[src/acm_pkg.sv]
// Shared constants, register map and types for the audio clock and data fault monitor.
package acm_pkg;
  localparam int unsigned CLK_HZ       = 200_000_000;
  localparam logic [7:0]  ADDR_CTRL    = 8'h00;
  localparam logic [7:0]  ADDR_CFG     = 8'h04;
  localparam logic [7:0]  ADDR_STUCK   = 8'h08;
  localparam logic [7:0]  ADDR_MAG     = 8'h0C;
  localparam logic [7:0]  ADDR_STATUS  = 8'h10;
  // Control word: enable, speaker, tone, magnitude, stuck, clock watch, auto recover.
  localparam int          CTRL_W       = 7;
  localparam logic [6:0]  CTRL_RESET   = 7'h20;
  localparam int          B_GEN        = 0;
  localparam int          B_SPK        = 1;
  localparam int          B_TONE       = 2;
  localparam int          B_MAGEN      = 3;
  localparam int          B_STKEN      = 4;
  localparam int          B_CMEN       = 5;
  localparam int          B_AUTO       = 6;
  localparam int          CFG_W        = 23;
  localparam logic [22:0] CFG_RESET    = 23'h011104;
  localparam int          F_SR         = 0;
  localparam int          F_BSEL       = 4;
  localparam int          F_FMT        = 8;
  localparam int          F_ERRTOL     = 12;
  localparam int          F_BSELTOL    = 16;
  localparam int          F_DUR        = 20;
  localparam logic [1:0]  FMT_TDM      = 2'h2;
  localparam logic [22:0] THR_RESET    = 23'h7FFFFF;
  localparam int          S_DFAULT     = 0;
  localparam int          S_CERR       = 1;
  localparam int          S_CREC       = 2;
  localparam logic [15:0] DUR_BASE     = 16'h0040;
  localparam int unsigned FREQ_LO_PCT  = 55;
  localparam int unsigned FREQ_HI_PCT  = 145;
  localparam logic [1:0]  RESP_OKAY    = 2'h0;
  localparam logic [1:0]  RESP_SLVERR  = 2'h2;

  typedef enum logic [1:0] {CM_IDLE, CM_RUN, CM_FAULT} acm_cm_state_t;

  // Frame period in system clock cycles for each sample rate code.
  function automatic logic [15:0] acm_frame_cycles(input logic [2:0] sr);
    case (sr)
      3'h0:    acm_frame_cycles = 16'(CLK_HZ / 8000);
      3'h1:    acm_frame_cycles = 16'(CLK_HZ / 16000);
      3'h2:    acm_frame_cycles = 16'(CLK_HZ / 32000);
      3'h3:    acm_frame_cycles = 16'(CLK_HZ / 44100);
      3'h4:    acm_frame_cycles = 16'(CLK_HZ / 48000);
      3'h5:    acm_frame_cycles = 16'(CLK_HZ / 88200);
      3'h6:    acm_frame_cycles = 16'(CLK_HZ / 96000);
      default: acm_frame_cycles = 16'(CLK_HZ / 192000);
    endcase
  endfunction : acm_frame_cycles

  // Bit clocks per frame for each ratio code.
  function automatic logic [15:0] acm_ratio(input logic [2:0] code);
    case (code)
      3'h0:    acm_ratio = 16'h0010;
      3'h1:    acm_ratio = 16'h0018;
      3'h2:    acm_ratio = 16'h0020;
      3'h3:    acm_ratio = 16'h0030;
      3'h4:    acm_ratio = 16'h0040;
      3'h5:    acm_ratio = 16'h0060;
      3'h6:    acm_ratio = 16'h0080;
      default: acm_ratio = 16'h0100;
    endcase
  endfunction : acm_ratio
endpackage : acm_pkg

[src/acm_fault_monitor.sv]
// Audio input clock and data fault monitor with its AXI4-Lite register file.
// Notes on behaviour
// - Data checks have own enables; run only when enabled and speaker amplifier on.
// - Tone generator enabled suspends the data checks completely.
// - Persistent data fault clears global enable and pulses the data fault interrupt.
// - Repeated equal samples above stuck threshold beyond duration give stuck fault.
// - Repeated samples within stuck threshold never give a stuck fault.
// - Samples beyond magnitude threshold for longer than duration give magnitude fault.
// - Clock watch runs when enabled and out of shutdown; tone generator suspends it.
// - Checks activity, frequency and ratio; confirmed fault shuts down and interrupts.
// - Auto recover keeps global enable; error and recovery interrupts come in pairs.
// - Manual mode clears global enable and never issues a recovery interrupt.
// - After host re-enables, clock watch restarts and can fault again.
// - Host-driven shutdown entry and exit raise no clock interrupts.
// - Clock watch enable resets to one.
// - Expected frame clock is sample rate; bit clock is rate times ratio.
// - Each frame period measures both clocks; deviation over 45 percent is error.
// - Clock error after the set number of consecutive frequency error frames.
// - Auto mode recovers after that many consecutive frequency-clean frames.
// - Bit clocks per frame match the ratio; non-TDM halves must be equal.
// - TDM format applies no frame clock duty check.
// - Clock error after the set number of consecutive framing error frames.
// - Auto mode recovers after that many consecutive framing-clean frames.
`timescale 1ns/1ps
module acm_fault_monitor (
  input  wire logic        clk,
  input  wire logic        reset_n,
  input  wire logic [7:0]  s_axi_awaddr,
  input  wire logic        s_axi_awvalid,
  output logic             s_axi_awready,
  input  wire logic [31:0] s_axi_wdata,
  input  wire logic [3:0]  s_axi_wstrb,
  input  wire logic        s_axi_wvalid,
  output logic             s_axi_wready,
  output logic [1:0]       s_axi_bresp,
  output logic             s_axi_bvalid,
  input  wire logic        s_axi_bready,
  input  wire logic [7:0]  s_axi_araddr,
  input  wire logic        s_axi_arvalid,
  output logic             s_axi_arready,
  output logic [31:0]      s_axi_rdata,
  output logic [1:0]       s_axi_rresp,
  output logic             s_axi_rvalid,
  input  wire logic        s_axi_rready,
  input  wire logic        bclk,
  input  wire logic        lrclk,
  input  wire logic [23:0] sample_data,
  input  wire logic        sample_valid,
  output logic             amp_active,
  output logic             data_fault_interrupt,
  output logic             clock_error_interrupt,
  output logic             clock_recover_interrupt
);
  typedef struct packed {
    logic [6:0]            ctrl;
    logic [22:0]           cfg;
    logic [22:0]           stuck_thr;
    logic [22:0]           mag_thr;
    logic [2:0]            flags;
    logic                  aw_got;
    logic [7:0]            aw_addr;
    logic                  w_got;
    logic [31:0]           wdata;
    logic [3:0]            wstrb;
    logic                  bvalid;
    logic [1:0]            bresp;
    logic                  rvalid;
    logic [31:0]           rdata;
    logic [1:0]            rresp;
    acm_pkg::acm_cm_state_t cm;
    logic [15:0]           win_cnt;
    logic [15:0]           win_bclk;
    logic [1:0]            win_lr;
    logic                  fr_started;
    logic [15:0]           fr_hi;
    logic [15:0]           fr_lo;
    logic [4:0]            fer_run;
    logic [4:0]            fok_run;
    logic [4:0]            ber_run;
    logic [4:0]            bok_run;
    logic                  amp;
    logic                  dm_irq;
    logic                  ce_irq;
    logic                  cr_irq;
  } acm_top_t;

  acm_top_t    r;
  acm_top_t    next_r;
  logic        bclk_lvl;
  logic        bclk_rise;
  logic        lr_lvl;
  logic        lr_rise;
  logic        dmon_active;
  logic        dmon_fault;
  logic        cm_active;
  logic        win_end;
  logic        freq_bad;
  logic        frame_bad;
  logic [4:0]  f_thr;
  logic [4:0]  b_thr;
  logic        clk_fault;
  logic [31:0] merged;
  logic [2:0]  set_flags;

  function automatic logic in_tol(input logic [15:0] cnt, input logic [15:0] expct);
    logic [31:0] a;
    logic [31:0] lo;
    logic [31:0] hi;
    a      = {16'h0000, cnt} * 32'd100;
    lo     = {16'h0000, expct} * 32'(acm_pkg::FREQ_LO_PCT);
    hi     = {16'h0000, expct} * 32'(acm_pkg::FREQ_HI_PCT);
    in_tol = (a >= lo) && (a <= hi);
  endfunction : in_tol

  function automatic logic [31:0] merge(input logic [31:0] old, input logic [31:0] nw, input logic [3:0] strb);
    logic [31:0] res;
    res = old;
    for (int i = 0; i < 4; i++) begin
      if (strb[i]) begin
        res[i*8 +: 8] = nw[i*8 +: 8];
      end
    end
    merge = res;
  endfunction : merge

  function automatic logic mapped(input logic [7:0] a);
    mapped = (a == acm_pkg::ADDR_CTRL) || (a == acm_pkg::ADDR_CFG) || (a == acm_pkg::ADDR_STUCK) ||
             (a == acm_pkg::ADDR_MAG) || (a == acm_pkg::ADDR_STATUS);
  endfunction : mapped

  function automatic logic [4:0] bump(input logic [4:0] v);
    bump = (v == 5'h1F) ? v : 5'(v + 5'h01);
  endfunction : bump

  acm_pin_edge u_bclk_edge (
    .clk     (clk),
    .reset_n (reset_n),
    .pin     (bclk),
    .level   (bclk_lvl),
    .rise    (bclk_rise)
  );

  acm_pin_edge u_lrclk_edge (
    .clk     (clk),
    .reset_n (reset_n),
    .pin     (lrclk),
    .level   (lr_lvl),
    .rise    (lr_rise)
  );

  assign dmon_active = r.ctrl[acm_pkg::B_GEN] & r.ctrl[acm_pkg::B_SPK] & ~r.ctrl[acm_pkg::B_TONE] &
                       (r.cm != acm_pkg::CM_FAULT);

  acm_data_mon u_data_mon (
    .clk          (clk),
    .reset_n      (reset_n),
    .active       (dmon_active),
    .mag_en       (r.ctrl[acm_pkg::B_MAGEN]),
    .stuck_en     (r.ctrl[acm_pkg::B_STKEN]),
    .stuck_thr    (r.stuck_thr),
    .mag_thr      (r.mag_thr),
    .dur_code     (r.cfg[acm_pkg::F_DUR +: 3]),
    .sample_data  (sample_data),
    .sample_valid (sample_valid),
    .fault        (dmon_fault)
  );

  always_comb begin
    next_r        = r;
    next_r.dm_irq = 1'b0;
    next_r.ce_irq = 1'b0;
    next_r.cr_irq = 1'b0;
    merged        = '0;
    set_flags     = '0;
    cm_active     = r.ctrl[acm_pkg::B_GEN] & r.ctrl[acm_pkg::B_CMEN] & ~r.ctrl[acm_pkg::B_TONE];
    win_end       = (r.win_cnt == 16'(acm_pkg::acm_frame_cycles(r.cfg[acm_pkg::F_SR +: 3]) - 16'h0001));
    freq_bad      = ~in_tol({14'h0000, r.win_lr}, 16'h0001) |
                    ~in_tol(r.win_bclk, acm_pkg::acm_ratio(r.cfg[acm_pkg::F_BSEL +: 3]));
    frame_bad     = (16'(r.fr_hi + r.fr_lo) != acm_pkg::acm_ratio(r.cfg[acm_pkg::F_BSEL +: 3])) ||
                    ((r.cfg[acm_pkg::F_FMT +: 2] != acm_pkg::FMT_TDM) && (r.fr_hi != r.fr_lo));
    f_thr         = 5'({1'b0, r.cfg[acm_pkg::F_ERRTOL +: 4]} + 5'h01);
    b_thr         = 5'({1'b0, r.cfg[acm_pkg::F_BSELTOL +: 4]} + 5'h01);
    clk_fault     = (r.fer_run >= f_thr) || (r.ber_run >= b_thr);

    // Register bus: address and data are taken in either order, answer once both are in.
    if (s_axi_awvalid && s_axi_awready) begin
      next_r.aw_got  = 1'b1;
      next_r.aw_addr = s_axi_awaddr;
    end
    if (s_axi_wvalid && s_axi_wready) begin
      next_r.w_got = 1'b1;
      next_r.wdata = s_axi_wdata;
      next_r.wstrb = s_axi_wstrb;
    end
    if (r.aw_got && r.w_got && !r.bvalid) begin
      next_r.bvalid = 1'b1;
      next_r.bresp  = mapped(r.aw_addr) ? acm_pkg::RESP_OKAY : acm_pkg::RESP_SLVERR;
      case (r.aw_addr)
        acm_pkg::ADDR_CTRL: begin
          merged      = merge({25'h0, r.ctrl}, r.wdata, r.wstrb);
          next_r.ctrl = merged[6:0];
        end
        acm_pkg::ADDR_CFG: begin
          merged     = merge({9'h0, r.cfg}, r.wdata, r.wstrb);
          next_r.cfg = merged[22:0];
        end
        acm_pkg::ADDR_STUCK: begin
          merged           = merge({9'h0, r.stuck_thr}, r.wdata, r.wstrb);
          next_r.stuck_thr = merged[22:0];
        end
        acm_pkg::ADDR_MAG: begin
          merged         = merge({9'h0, r.mag_thr}, r.wdata, r.wstrb);
          next_r.mag_thr = merged[22:0];
        end
        acm_pkg::ADDR_STATUS: begin
          if (r.wstrb[0]) begin
            next_r.flags = r.flags & ~r.wdata[2:0];
          end
        end
        default: begin
          merged = '0;
        end
      endcase
    end
    if (r.bvalid && s_axi_bready) begin
      next_r.bvalid = 1'b0;
      next_r.aw_got = 1'b0;
      next_r.w_got  = 1'b0;
    end
    if (s_axi_arvalid && s_axi_arready) begin
      next_r.rvalid = 1'b1;
      next_r.rresp  = mapped(s_axi_araddr) ? acm_pkg::RESP_OKAY : acm_pkg::RESP_SLVERR;
      case (s_axi_araddr)
        acm_pkg::ADDR_CTRL:   next_r.rdata = {25'h0, r.ctrl};
        acm_pkg::ADDR_CFG:    next_r.rdata = {9'h0, r.cfg};
        acm_pkg::ADDR_STUCK:  next_r.rdata = {9'h0, r.stuck_thr};
        acm_pkg::ADDR_MAG:    next_r.rdata = {9'h0, r.mag_thr};
        acm_pkg::ADDR_STATUS: next_r.rdata = {25'h0, r.cm == acm_pkg::CM_FAULT, r.amp, 2'h0, r.flags};
        default:              next_r.rdata = '0;
      endcase
    end else if (r.rvalid && s_axi_rready) begin
      next_r.rvalid = 1'b0;
    end

    // Frequency window: one programmed frame period per measurement.
    if (!cm_active) begin
      next_r.win_cnt  = '0;
      next_r.win_bclk = '0;
      next_r.win_lr   = '0;
    end else if (win_end) begin
      next_r.win_cnt  = '0;
      next_r.win_bclk = {15'h0000, bclk_rise};
      next_r.win_lr   = {1'b0, lr_rise};
    end else begin
      next_r.win_cnt  = 16'(r.win_cnt + 16'h0001);
      next_r.win_bclk = (bclk_rise && r.win_bclk != 16'hFFFF) ? 16'(r.win_bclk + 16'h0001) : r.win_bclk;
      next_r.win_lr   = (lr_rise && r.win_lr != 2'h3) ? 2'(r.win_lr + 2'h1) : r.win_lr;
    end

    // Frame ratio: bit clocks in each half of the frame clock.
    if (!cm_active) begin
      next_r.fr_started = 1'b0;
      next_r.fr_hi      = '0;
      next_r.fr_lo      = '0;
    end else begin
      if (lr_rise) begin
        next_r.fr_started = 1'b1;
        next_r.fr_hi      = '0;
        next_r.fr_lo      = '0;
      end
      if (bclk_rise) begin
        if (lr_lvl) begin
          next_r.fr_hi = lr_rise ? 16'h0001 : 16'(r.fr_hi + 16'h0001);
        end else begin
          next_r.fr_lo = 16'(r.fr_lo + 16'h0001);
        end
      end
    end

    // Persistence counters for consecutive faulty and clean frames.
    if (!cm_active) begin
      next_r.fer_run = '0;
      next_r.fok_run = '0;
      next_r.ber_run = '0;
      next_r.bok_run = '0;
    end else begin
      if (win_end) begin
        next_r.fer_run = freq_bad ? bump(r.fer_run) : 5'h00;
        next_r.fok_run = freq_bad ? 5'h00 : bump(r.fok_run);
      end
      if (lr_rise && r.fr_started) begin
        next_r.ber_run = frame_bad ? bump(r.ber_run) : 5'h00;
        next_r.bok_run = frame_bad ? 5'h00 : bump(r.bok_run);
      end
    end

    // Clock watch state: idle when off or host-shut, so host transitions stay silent.
    case (r.cm)
      acm_pkg::CM_IDLE: begin
        if (cm_active) begin
          next_r.cm = acm_pkg::CM_RUN;
        end
      end
      acm_pkg::CM_RUN: begin
        if (!cm_active) begin
          next_r.cm = acm_pkg::CM_IDLE;
        end else if (clk_fault) begin
          next_r.ce_irq  = 1'b1;
          set_flags[acm_pkg::S_CERR] = 1'b1;
          next_r.fer_run = '0;
          next_r.fok_run = '0;
          next_r.ber_run = '0;
          next_r.bok_run = '0;
          if (r.ctrl[acm_pkg::B_AUTO]) begin
            next_r.cm = acm_pkg::CM_FAULT;
          end else begin
            next_r.cm = acm_pkg::CM_IDLE;
            next_r.ctrl[acm_pkg::B_GEN] = 1'b0;
          end
        end
      end
      acm_pkg::CM_FAULT: begin
        if (!cm_active) begin
          next_r.cm = acm_pkg::CM_IDLE;
        end else if (!r.ctrl[acm_pkg::B_AUTO]) begin
          next_r.cm = acm_pkg::CM_IDLE;
          next_r.ctrl[acm_pkg::B_GEN] = 1'b0;
        end else if (r.fok_run >= f_thr && r.bok_run >= b_thr) begin
          next_r.cm     = acm_pkg::CM_RUN;
          next_r.cr_irq = 1'b1;
          set_flags[acm_pkg::S_CREC] = 1'b1;
          next_r.fok_run = '0;
          next_r.bok_run = '0;
        end
      end
      default: begin
        next_r.cm = acm_pkg::CM_IDLE;
      end
    endcase

    if (dmon_fault) begin
      next_r.ctrl[acm_pkg::B_GEN] = 1'b0;
      next_r.dm_irq = 1'b1;
      set_flags[acm_pkg::S_DFAULT] = 1'b1;
    end
    next_r.flags = next_r.flags | set_flags;
    next_r.amp   = next_r.ctrl[acm_pkg::B_GEN] & next_r.ctrl[acm_pkg::B_SPK] & (next_r.cm != acm_pkg::CM_FAULT);
  end

  always_ff @(posedge clk or negedge reset_n) begin
    if (!reset_n) begin
      r           <= '0;
      r.ctrl      <= acm_pkg::CTRL_RESET;
      r.cfg       <= acm_pkg::CFG_RESET;
      r.stuck_thr <= acm_pkg::THR_RESET;
      r.mag_thr   <= acm_pkg::THR_RESET;
      r.cm        <= acm_pkg::CM_IDLE;
    end else begin
      r <= next_r;
    end
  end

  assign s_axi_awready           = ~r.aw_got & ~r.bvalid;
  assign s_axi_wready            = ~r.w_got & ~r.bvalid;
  assign s_axi_bvalid            = r.bvalid;
  assign s_axi_bresp             = r.bresp;
  assign s_axi_arready           = ~r.rvalid;
  assign s_axi_rvalid            = r.rvalid;
  assign s_axi_rdata             = r.rdata;
  assign s_axi_rresp             = r.rresp;
  assign amp_active              = r.amp;
  assign data_fault_interrupt    = r.dm_irq;
  assign clock_error_interrupt   = r.ce_irq;
  assign clock_recover_interrupt = r.cr_irq;
endmodule : acm_fault_monitor

[src/acm_pin_edge.sv]
// Two-flop synchroniser with edge detection for one clock pin.
`timescale 1ns/1ps
module acm_pin_edge (
  input  wire logic clk,
  input  wire logic reset_n,
  input  wire logic pin,
  output logic      level,
  output logic      rise
);
  typedef struct packed {
    logic s1;
    logic s2;
    logic s3;
  } acm_edge_t;

  acm_edge_t r;
  acm_edge_t next_r;

  always_comb begin
    next_r    = r;
    next_r.s1 = pin;
    next_r.s2 = r.s1;
    next_r.s3 = r.s2;
  end

  always_ff @(posedge clk or negedge reset_n) begin
    if (!reset_n) begin
      r <= '0;
    end else begin
      r <= next_r;
    end
  end

  assign level = r.s2;
  assign rise  = r.s2 & ~r.s3;
endmodule : acm_pin_edge

[src/acm_data_mon.sv]
// Stuck and magnitude checker for incoming sample words.
`timescale 1ns/1ps
module acm_data_mon (
  input  wire logic        clk,
  input  wire logic        reset_n,
  input  wire logic        active,
  input  wire logic        mag_en,
  input  wire logic        stuck_en,
  input  wire logic [22:0] stuck_thr,
  input  wire logic [22:0] mag_thr,
  input  wire logic [2:0]  dur_code,
  input  wire logic [23:0] sample_data,
  input  wire logic        sample_valid,
  output logic             fault
);
  typedef struct packed {
    logic [23:0] prev;
    logic        have_prev;
    logic [15:0] stk_run;
    logic [15:0] mag_run;
    logic        fault;
  } acm_dmon_t;

  acm_dmon_t   r;
  acm_dmon_t   next_r;
  logic [23:0] mag;
  logic [15:0] dur;

  always_comb begin
    next_r       = r;
    next_r.fault = 1'b0;
    mag          = sample_data[23] ? 24'(~sample_data + 24'h000001) : sample_data;
    dur          = 16'(DUR_BASE_SHIFT(dur_code));
    if (!active) begin
      next_r = '0;
    end else if (sample_valid) begin
      next_r.prev      = sample_data;
      next_r.have_prev = 1'b1;
      if (stuck_en && r.have_prev && sample_data == r.prev && mag > {1'b0, stuck_thr}) begin
        next_r.stk_run = (r.stk_run == 16'hFFFF) ? r.stk_run : 16'(r.stk_run + 16'h0001);
      end else begin
        next_r.stk_run = '0;
      end
      if (mag_en && mag > {1'b0, mag_thr}) begin
        next_r.mag_run = (r.mag_run == 16'hFFFF) ? r.mag_run : 16'(r.mag_run + 16'h0001);
      end else begin
        next_r.mag_run = '0;
      end
      next_r.fault = (next_r.stk_run == 16'(dur + 16'h0001)) ||
                     (next_r.mag_run == 16'(dur + 16'h0001));
    end
  end

  function automatic logic [15:0] DUR_BASE_SHIFT(input logic [2:0] code);
    DUR_BASE_SHIFT = acm_pkg::DUR_BASE << code;
  endfunction : DUR_BASE_SHIFT

  always_ff @(posedge clk or negedge reset_n) begin
    if (!reset_n) begin
      r <= '0;
    end else begin
      r <= next_r;
    end
  end

  assign fault = r.fault;
endmodule : acm_data_mon

[config.mk]
export PLATFORM = sky130hd
export DESIGN_NAME = acm_fault_monitor
export DESIGN_NICKNAME = d
export VERILOG_FILES = /design/src/acm_pkg.sv /design/src/acm_fault_monitor.sv /design/src/acm_pin_edge.sv /design/src/acm_data_mon.sv
export SDC_FILE = /design/constraint.sdc
export NUM_CORES = 1
export LEC_CHECK = 0
export ABC_AREA = 1
export BUFFER_PORTS_ARGS = -buffer_cell sky130_fd_sc_hd__buf_2
export CELL_PAD_IN_SITES_DETAIL_PLACEMENT = 0
export CELL_PAD_IN_SITES_GLOBAL_PLACEMENT = 1
export CORE_MARGIN = 4
export CORE_UTILIZATION = 50
export CTS_CLUSTER_SIZE = 40
export DETAILED_ROUTE_END_ITERATION = 16
export GPL_ROUTABILITY_DRIVEN = 0
export PLACE_DENSITY_LB_ADDON = 0.25
export SYNTH_ARGS = -nofsm -noshare
export SYNTH_HDL_FRONTEND = slang
export SYNTH_SLANG_ARGS = --single-unit
[constraint.sdc]
create_clock -name clk -period 7.45 [get_ports clk]
set_clock_uncertainty 0.05 [all_clocks]
set_input_delay 1.49 -clock clk [delete_from_list [all_inputs] [get_ports clk]]
set_output_delay 1.49 -clock clk [all_outputs]
set_load 0.03 [all_outputs]
# Word-level counts from Yosys, hierarchy flattened
# Cells that the tools add are included.
# classes
n_addsub	17
mul	4
order_cmp	10
eq_ne	43
n_shift	1
n_mux	96
n_bitwise	25
n_reduce_logical	49
# op_table
op	count
$mux 16	12
$mux 58	2
$pmux 23 s5	1
$add 16x1->16 const B	7
$pmux 15 s7	1
$mux 5	16
$mux 74	1
$mux 23	3
$mux 34	2
$mux 33	2
$pmux 9 s7	1
$mux 20	3
$eq 16x16->1	3
$gt 24x23->1	2
$mux 8	6
$mux 37	1
$eq 16x16->1 const B	2
$eq 8x4->1 const B	4
$mux 32	1
$ne 16x16->1	2
$reduce_and 3->1	10
$add 24x1->24 const B	1
$eq 24x24->1	1
$le 23x24->1	1
other kinds (49)	160
# totals
reg_bits	320
inputBits	86
elab_cells	293

# Depth between registers and ports, before layout
# Gate-level depths: netlist of the first run.
# depth
word_depth	14
ltp_mapped	29
depth_no_buf	29

# By module
# A second synthesis of the first run with hierarchy kept.
# hier_totals
hier_cells	3135
area_unflattened_um2	22651.7
# by_module_without_submodules
module	instances	cells_per_inst	area_each_um2	seq_area_each_um2
acm_fault_monitor	1	2205	16459.5	5944.5
acm_data_mon	1	920	6022.0	1451.4
acm_pin_edge	2	5	85.1	75.1

# Worst setup path before layout of the first run
# OpenSTA, ideal clock, no wires.
# synth_path
path_type	input to register
start	in sample_data[0]
end	reg u_data_mon.r, in the netlist u_data_mon.fault
setup_ps	78
t_arrival_ps	4390
path_slack_ps	2932
stages	27
n_path_buf	1
cell_sequence	inv_1 ha_1 inv_1 nor2_1 nand4_1 inv_1 nand3_1 nor3_1 nand2_1 o21ai_0 xor2_1 ha_1 nand2_1 inv_1 nand3_4 nor2_4 nand2_1 nand3_4 nand3_4 inv_4 buf_6 nand3_2 nor2_1 nand2_1 nor2_1 nand3_1 a21oi_1
# synth_lines
item	line_no	source
start, declared	acm_fault_monitor.sv:47	input wire logic [23:0] sample_data,
end signal, assigned	acm_data_mon.sv:62	r <= next_r;
end, declared	acm_data_mon.sv:24	acm_dmon_t r;

==> flow_metrics.py, run 1 <==
metrics = {
    "status": {
        "status": "complete, no violations",
    },
    "finish": {
        "multi_input_area_sq_um": 11900,
        "drive_above_1_share_pct": 11.2,
        "fin_nets": 3182,
        "regArea_sq_um": 7550,
        "fill_cells": 3983,
        "area_delta_synth_final_pct": 10.0,
        "final_util_pct": 56.2,
        "regMostFlops": "r",
        "largest_reg_flops": 204,
    },
    "clocking": {
        "path_clk_slew_ns": 0.06,
        "cts_tree": "yes",
        "clock-sinks": 299,
        "holdBufCountCts": 0,
        "cts_resized": 0,
        "cts-root-buf": "clkbuf_16",
        "htreeDepth": 2,
        "postCtsSetupBuffers": 0,
        "clockBufferDepth": 3,
        "numCtsBuffers": 37,
        "clk-insertion-delay-late_ns": 0.57,
    },
    "sta": {
        "finalSetupViolCount": 0,
        "slew_headroom_pct": 29.8,
        "post-route-period-util_pct": 71.5,
        "hold_slack_ns": 0.302,
        "setup_slack_ns": 2.12,
        "grt_setup_unrepaired": "no",
        "layout_min_cycle_time_ns": 5.33,
        "slew_viol_final": 0,
        "fin_tns_setup_ns": 0,
        "timing.final.hold_violations": 0,
        "fmax_mhz": 188,
        "tightest_slew_ns": 1.05,
    },
    "placed_design": {
        "port_buffers": 109,
        "hpwl_mm": 43.1,
        "dp_slack_ns": 1.73,
    },
    "setup_path": {
        "cp_slowest_cell": "fa_1",
        "crit_buf_inv": 3,
        "required_ns": 7.84,
        "cp.depth": 27,
        "crit_top_cell": "nor2_1",
        "startpoint_type": "register",
        "r2r_cells": 27,
        "worst-setup-path-type": "register to register",
        "critPathArrivalTime_ns": 5.72,
        "path_delay_family": "simple AND/OR/NAND/NOR gates",
        "crit_fanout": 6,
        "crit_path_max_incr_delay_ns": 0.52,
        "cp-end-kind": "register",
    },
    "detailed_routing": {
        "wl_mm": 56.8,
        "drt_iter0_markers": 1411,
        "drc_errors": 0,
        "vias_per_cell": 5.34,
        "ant_nets": 0,
        "vias": 18608,
        "drt-wirelength-per-cell_um": 16.3,
        "drt_pass1_iterations": 6,
    },
    "synthesis": {
        "syn_area_per_cell_sq_um": 7.74,
        "synth-edff-count": 0,
        "synth_cell_types": 68,
        "synthCells": 2794,
        "ys_seq_area_share_pct": 34.9,
        "ys_warn_count": 0,
        "synth_area_sq_um": 21600,
        "ys_dominant_reg_cell": "dfrtp_1",
        "yosys_register_bits": 299,
        "async_flop_share_pct": 100,
    },
    "run": {
        "max_cap_viol_count": 0,
    },
    "power_and_ir_drop": {
        "worst_ir_drop_vdd_uv": 264,
        "p_leak_nw": 11.4,
        "powerDensity_nw_per_um2": 198,
    },
    "floorplan": {
        "row_count": 75,
        "fp.dieArea_sq_um": 46600,
        "io_pins": 131,
        "start_util_pct": 51.1,
        "die-height_um": 216,
        "coreArea_sq_um": 42300,
        "dieWidth_um": 216,
    },
    "hold_path": {
        "hold_path.class": "register to register",
        "hold_depth": 0,
    },
    "global_routing": {
        "grt_pass1_vias": 18191,
        "grt_max_degree": 131,
        "gr-total-overflow": 0,
        "grt_pass1_wl_mm": 93.0,
        "grt_use_total_pct": 24.1,
        "antenna_found_initial": 1,
    },
}
[where the power goes]
group	leakage [nW]	internal, mW	total [mW]	switching [mW]
clock network	0.605	1.12	1.87	0.752
registers	3.86	1.82	1.92	0.104
logic	6.95	0.305	0.924	0.619
[per-stage QoR]
step	area (sq um)	instances	total power [mW]
2_1_floorplan	21700	2808	2.58
3_3_place_gp	22500	3414	2.83
3_5_place_dp	22500	3414	2.87
4_1_cts	23800	3482	4.76
5_1_grt	23800	3482	4.98
6_report	23800	3484	4.72
[kinds of logic (layout without fill, tap and decap cells)]
kind of cell / count (synthesis) / after routing / share of synthesized area (%)
AND/OR/NAND/NOR: 1087 / 1087 / 22.7
AO/OA/AOI/OAI: 504 / 504 / 13.2
other: 2 / 18 / 0.0347
buffers and inverters: 549 / 646 / 10.3
multiplexers: 8 / 8 / 0.411
adder cells (fa/ha/maj): 220 / 220 / 13.4
flip-flops: 299 / 299 / 34.9
XOR/XNOR: 125 / 125 / 5.06
[layout by cell type, fill, tap and decap left out, types with 9 or more instances in the layout]
master,count
clkbuf_16,37
nand3_1,98
ha_1,201
a21oi_1,169
nor3_1,65
o21ai_0,192
o211ai_1,9
nor2_1,246
a211oi_1,22
xnor2_1,25
buf_4,9
or2_2,11
dfrtp_1,248
xor2_1,100
nand4_1,50
nor2_4,11
clkbuf_1,12
inv_1,444
dfstp_2,51
o22ai_1,48
fa_1,19
nor2_2,15
conb_1,16
buf_2,108
nand3b_1,10
inv_2,11
nor4_1,23
nand2_1,519
[cell usage after synthesis (8+ instances only)]
master	count	area (sq um)
nand2_1	521	1960
inv_1	444	1670
dfrtp_1	248	6210
nor2_1	247	927
ha_1	201	2510
o21ai_0	192	961
a21oi_1	169	846
xor2_1	100	876
nand3_1	98	490
nor3_1	66	330
dfstp_2	51	1340
nand4_1	50	313
o22ai_1	48	300
clkbuf_1	44	165
buf_4	40	300
xnor2_1	25	219
nor4_1	23	144
a211oi_1	22	165
fa_1	19	380
nor2_2	14	87.6
inv_2	11	41.3
nor2_4	11	124
or2_2	11	68.8
nand3b_1	10	75.1
o211ai_1	9	67.6
a31oi_1	8	50.1
o21bai_1	8	60.1
[area by class of cell]
cell class	instances	area share, %
Inverter	459	7.26
Clock buffer	54	4.37
Clock inverter	14	0.821
Antenna cell	2	0.0210
Timing Repair Buffer	119	2.70
Sequential cell	299	31.7
Multi-Input combinational cell	1960	50.1
Tap cell	577	3.04
[final timing paths]
kind | from | slack (ns) | endpoint
max | r[232] | 2.12 | r[17]
min | u_bclk_edge.next_r[1] | 0.30 | u_bclk_edge.level
max reg2reg | r[232] | 2.12 | r[17]
min reg2reg | u_bclk_edge.next_r[1] | 0.30 | u_bclk_edge.level
max in group asynchronous | reset_n | 4.90 | r[150]
min in group asynchronous | reset_n | 0.84 | r[55]
[per-layer routing]
layer	vias to the layer above	routed length [um]	global-route usage (%)
li1	9294	-	-
met1	8830	27300	34.8
met2	406	25400	38.2
met3	78	2600	3.04
met4	0	1440	6.96
met5	-	0	0
[worst reg2reg max path, cell delays in order (launching register included)]
cell and delay (ns):
dfrtp_1 0.46, nand2_1 0.27, nor2_1 0.32, inv_1 0.20, fa_1 0.52, inv_1 0.04
ha_1 0.26, inv_1 0.05, fa_1 0.46, nor2_1 0.23, nand4_1 0.12, nand2_1 0.11
a21oi_1 0.07, o21bai_1 0.21, xor2_1 0.23, ha_1 0.28, nand4_1 0.12, a21oi_1 0.05
nor3_1 0.12, nand3_1 0.10, a21oi_1 0.16, nand3b_1 0.10, nor2_1 0.10, nor2_1 0.05
nand2_1 0.22, nand2_1 0.11, nand2_2 0.14, nor2_1 0.06
(Power assumes the default switching activity.)
==> run 2: changes to the inputs <==
--- a/config.mk
+++ b/config.mk
@@ -10,7 +10,7 @@
 export CELL_PAD_IN_SITES_DETAIL_PLACEMENT = 0
 export CELL_PAD_IN_SITES_GLOBAL_PLACEMENT = 1
 export CORE_MARGIN = 4
-export CORE_UTILIZATION = 50
+export CORE_UTILIZATION = 42
 export CTS_CLUSTER_SIZE = 40
 export DETAILED_ROUTE_END_ITERATION = 16
 export GPL_ROUTABILITY_DRIVEN = 0
==> constraint.sdc (replaced) <==
create_clock -name clk -period 4.9 [get_ports clk]
set_clock_uncertainty 0.05 [all_clocks]
set_input_delay 0.98 -clock clk [delete_from_list [all_inputs] [get_ports clk]]
set_output_delay 0.98 -clock clk [all_outputs]
set_load 0.03 [all_outputs]
==> run 2 against run 1 <==
  * Hold slack lost 0.0039 ns
  * Global-route usage shrank 3.1 points
  * Die area grew 18%
==> flow_metrics.py, run 2 (synthesized netlist as in run 1, its figures left out) <==
metrics = {
    "status": {
        "status": "complete, no violations",
    },
    "setup_path": {
        "cp-end-kind": "register",
        "crit_fanout": 6,
        "critPathArrivalTime_ns": 5.08,
        "worst-setup-path-type": "register to register",
        "regToRegSetupSlack_ns": 0.25,
        "startpoint_type": "register",
        "required_ns": 5.33,
        "r2r-end": "r[22]",
        "r2r_cells": 27,
        "reg2reg_from": "r[231]",
        "crit_path_max_incr_delay_ns": 0.52,
        "cp_slowest_cell": "dfrtp_2",
        "cp-startpoint": "r[231]",
        "crit_end": "r[22]",
    },
    "global_routing": {
        "grt_pass1_vias": 18261,
        "antenna_found_initial": 0,
        "gr-total-overflow": 0,
        "grt_use_total_pct": 21.0,
        "grt_max_degree": 92,
        "grt_pass1_wl_mm": 96.2,
    },
    "sta": {
        "fmax_mhz": 215,
        "fin_tns_setup_ns": 0,
        "timing.final.hold_violations": 0,
        "hold_slack_ns": 0.298,
        "slew_viol_final": 0,
        "finalSetupViolCount": 0,
        "slew_headroom_pct": 29.1,
        "tightest_slew_ns": 1.05,
        "post-route-period-util_pct": 95.0,
        "layout_min_cycle_time_ns": 4.65,
    },
    "hold_path": {
        "hold_path.class": "register to register",
        "hold_depth": 0,
    },
    "clocking": {
        "numCtsBuffers": 38,
        "holdBufCountCts": 0,
        "path_clk_slew_ns": 0.06,
        "clk-insertion-delay-late_ns": 0.57,
        "cts-root-buf": "clkbuf_16",
        "htreeDepth": 2,
        "cts_tree": "yes",
        "clock-sinks": 299,
        "clockBufferDepth": 3,
    },
    "power_and_ir_drop": {
        "swShare_pct": 31.3,
        "p_sw_mw": 2.27,
        "p_leak_nw": 11.7,
        "pwr-share-comb_pct": 19.9,
        "powerDensity_nw_per_um2": 296,
        "internal_power_mw": 4.98,
        "worst_ir_drop_vdd_uv": 349,
        "clkPwrFrac_pct": 39.8,
        "totalPowerFinal_mw": 7.25,
        "p_seq_share_pct": 40.3,
    },
    "run": {
        "max_cap_viol_count": 0,
    },
    "finish": {
        "fin_nets": 3227,
        "final_cells": 3623,
        "final_common_cell": "nand2_1",
        "diodes": 0,
        "area_delta_synth_final_pct": 13.3,
        "regMostFlops": "r",
        "drive_above_1_share_pct": 14.2,
        "fill_cells": 5011,
        "final_cell_mix": "513 x nand2_1, 440 x inv_1, 241 x dfrtp_1",
        "largest_reg_flops": 204,
    },
    "floorplan": {
        "io_pins": 131,
        "fp.dieArea_sq_um": 55200,
        "row_count": 82,
        "dieWidth_um": 235,
        "start_util_pct": 42.8,
        "die-height_um": 235,
        "coreArea_sq_um": 50500,
    },
    "detailed_routing": {
        "drt_iter0_markers": 1062,
        "wl_mm": 58.8,
        "vias_per_cell": 5.12,
        "drt-wirelength-per-cell_um": 16.2,
        "drt_pass1_iterations": 5,
        "drc_errors": 0,
        "ant_nets": 0,
        "vias": 18542,
    },
    "placed_design": {
        "place_inst": 3537,
        "port_buffers": 109,
        "hpwl_mm": 45.0,
    },
}
[run 2: changes by cell type in the layout (fill, tap and decap cells not counted), sizes merged]
cell	change
buf	+44
bufinv	-1
clkbuf	+1
clkinv	+5
diode	-2
inv	-3
[run 2: metrics by stage]
step                utilization, %  cell area, sq um  setup WS, ns
floorplan                        -             21700         0.486
global placement              45.3             22900        0.0640
detailed placement            45.3             22900     -0.000827
CTS                           47.8             24100        0.0201
global route                  48.6             24500       -0.0707
finish                        48.6             24500         0.247
[run 2: metal layers]
layer / wire length (um) / GRT usage, %
met1: 28500 / 30.4
met2: 26500 / 33.5
met3: 2590 / 2.61
met4: 1220 / 5.26
met5: 0 / 0
[run 2: repair_timing]
action | in CTS | in global routing
setup endpoints to repair | 0 | 10
gates resized for setup | 0 | 63
buffers inserted | 0 | 16
[run 2: area by class of cell]
cell class	instances	area (sq um)	share of cell area, %
well taps	672	841	3.43
multi-input cells	1960	12100	49.5
clock buffers	55	1100	4.47
inverters	459	1730	7.08
repair buffers	163	981	4.00
clock inverters	15	175	0.715
flip-flops and latches	299	7550	30.8
[run 2: how the worst min path moves through the flow]
stage               slack (ns)            endpoint              startpoint
floorplan                 0.28   u_bclk_edge.level   u_bclk_edge.next_r[1]
finish                    0.30  u_lrclk_edge.level  u_lrclk_edge.next_r[1]
global placement          0.29   u_bclk_edge.level   u_bclk_edge.next_r[1]
CTS                       0.30  u_lrclk_edge.level  u_lrclk_edge.next_r[1]
global route              0.30   u_bclk_edge.level   u_bclk_edge.next_r[1]
detailed placement        0.29  u_lrclk_edge.level  u_lrclk_edge.next_r[1]
[run 2: critical path: cells and delay by family (launching register included)]
| family | cells | cell delay [ns] |
|---|---|---|
| XOR/XNOR | 1 | 0.19 |
| adder cells (fa/ha/maj) | 4 | 1.46 |
| buffers and inverters | 4 | 0.26 |
| AO/OA/AOI/OAI | 5 | 0.60 |
| flip-flops | 1 | 0.52 |
| AND/OR/NAND/NOR | 13 | 1.49 |
[run 2: power by group through the flow]
stage / clock network, mW / registers [mW] / logic (mW)
2_1_floorplan: 0 / 2.92 / 1.01
3_3_place_gp: 0 / 2.95 / 1.39
4_1_cts: 2.96 / 2.91 / 1.44
3_5_place_dp: 0 / 2.96 / 1.43
6_report: 2.89 / 2.92 / 1.45
5_1_grt: 3.05 / 2.95 / 1.66
==> run 3: changes to the inputs <==
--- a/config.mk
+++ b/config.mk
@@ -11,6 +11,7 @@
 export CELL_PAD_IN_SITES_GLOBAL_PLACEMENT = 1
 export CORE_MARGIN = 4
 export CORE_UTILIZATION = 42
+export CTS_BUF_LIST = sky130_fd_sc_hd__clkbuf_16
 export CTS_CLUSTER_SIZE = 40
 export DETAILED_ROUTE_END_ITERATION = 16
 export GPL_ROUTABILITY_DRIVEN = 0
==> run 3 against run 2 <==
  * Critical endpoint unchanged
  * Utilization fell by 0.12 points
  * Critical path type unchanged
  * Total power fell by 1.6%
  * First-iteration DRC count rose by 1.7%
  * Via count rose by 0.22%
  * Combinational power barely moved
==> flow_metrics.py, run 3 (synthesized netlist as in run 1, its figures left out) <==
metrics = {
    "hold_path": {
        "hp-start": "u_lrclk_edge.next_r[1]",
        "hold_path.class": "register to register",
    },
    "power_and_ir_drop": {
        "worst_ir_drop_vdd_uv": 349,
        "powerDensity_nw_per_um2": 292,
        "totalPowerFinal_mw": 7.13,
        "p_leak_nw": 11.7,
    },
    "floorplan": {
        "start_util_pct": 42.8,
        "dieWidth_um": 235,
        "io_pins": 131,
        "die-height_um": 235,
        "coreArea_sq_um": 50500,
        "fp.dieArea_sq_um": 55200,
        "row_count": 82,
    },
    "global_routing": {
        "grt_pass1_vias": 18271,
        "gr-total-overflow": 0,
        "antenna_found_initial": 0,
        "grt_pass1_wl_mm": 96.3,
        "grt_use_total_pct": 21.0,
        "grt_max_degree": 92,
    },
    "sta": {
        "timing.final.hold_violations": 0,
        "slew_headroom_pct": 29.1,
        "finalSetupViolCount": 0,
        "tightest_slew_ns": 1.06,
        "fmax_mhz": 214,
        "fin_tns_setup_ns": 0,
        "layout_min_cycle_time_ns": 4.67,
        "post-route-period-util_pct": 95.3,
        "slew_viol_final": 0,
        "hold_slack_ns": 0.298,
    },
    "finish": {
        "fin_nets": 3227,
        "final_common_cell": "nand2_1",
        "diodes": 0,
        "fill_cells": 5021,
        "final_cells": 3623,
        "area_delta_synth_final_pct": 13.1,
        "largest_reg_flops": 204,
        "stdcell_area_sq_um": 24400,
        "drive_above_1_share_pct": 14.0,
        "final_cell_mix": "513 x nand2_1, 450 x inv_1, 241 x dfrtp_1",
        "regMostFlops": "r",
    },
    "detailed_routing": {
        "drt_pass1_iterations": 5,
        "wl_mm": 58.9,
        "drc_errors": 0,
        "drt_iter0_markers": 1080,
        "vias_per_cell": 5.13,
        "vias": 18582,
        "drt-wirelength-per-cell_um": 16.2,
        "ant_nets": 0,
    },
    "clocking": {
        "cts-root-buf": "clkbuf_16",
        "clk-insertion-delay-late_ns": 0.57,
        "clock-sinks": 299,
        "path_clk_slew_ns": 0.06,
        "holdBufCountCts": 0,
        "numCtsBuffers": 38,
        "cts_tree": "yes",
        "htreeDepth": 2,
        "clockBufferDepth": 3,
    },
    "setup_path": {
        "critPathArrivalTime_ns": 5.10,
        "worst-setup-path-type": "register to register",
        "cp-end-kind": "register",
        "required_ns": 5.33,
        "crit_fanout": 6,
        "crit_buf_inv": 4,
        "cp-startpoint": "r[231]",
        "crit_path_max_incr_delay_ns": 0.52,
        "cp_slowest_cell": "dfrtp_2",
        "reg2reg_from": "r[231]",
        "startpoint_type": "register",
        "path_delay_family": "simple AND/OR/NAND/NOR gates",
    },
    "placed_design": {
        "dpl-instance-area_sq_um": 22900,
        "place_inst": 3537,
        "hpwl_mm": 45.0,
        "port_buffers": 109,
    },
    "run": {
        "max_cap_viol_count": 0,
    },
    "status": {
        "status": "complete, no violations",
    },
}
## run 3: cell types whose count changed in the layout (fill, tap and decap cells not counted)
cell	delta
clkbuf_1	-10
clkbuf_8	-6
clkinv_1	+6
inv_1	+10
## run 3: repair_timing
action	in CTS	in global routing
endpoints found under the setup margin	0	10
gates resized for setup	0	63
buffers inserted	0	16
## run 3: stage by stage
step           setup WS, ns  util (%)
5_1_grt             -0.0714      48.4
4_1_cts              0.0187      47.7
3_3_place_gp         0.0640      45.3
2_1_floorplan         0.486         -
3_5_place_dp      -0.000827      45.3
6_report              0.230      48.4
## run 3: worst paths after layout
check,to,slack (ns),depth (start not counted)
max,r[22],0.23,27
min,u_lrclk_edge.level,0.30,0
max reg2reg,r[22],0.23,27
min reg2reg,u_lrclk_edge.level,0.30,0
max in group asynchronous,r[61],3.22,2
min in group asynchronous,r[27],0.34,1
## run 3: power by group
part / internal, mW / switching [mW]
Clock: 1.60 / 1.16
Combinational: 0.495 / 0.954
Sequential: 2.77 / 0.154
Total: 4.87 / 2.27
## run 3: area by class of cell
type | instances | area [sq um] | area share [%]
well taps | 672 | 841 | 3.44
multi-input cells | 1960 | 12100 | 49.6
clock buffers | 39 | 976 | 3.99
repair buffers | 163 | 981 | 4.01
clock inverters | 31 | 235 | 0.962
flip-flops and latches | 299 | 7550 | 30.9
inverters | 459 | 1730 | 7.09
## run 3: per-layer routing
| layer | vias to the layer above | global-route usage, % | wire length (um) |
|---|---|---|---|
| li1 | 9393 | - | - |
| met1 | 8745 | 30.4 | 28700 |
| met2 | 371 | 33.6 | 26500 |
| met3 | 73 | 2.57 | 2370 |
| met4 | 0 | 5.28 | 1240 |
| met5 | - | 0 | 0 |
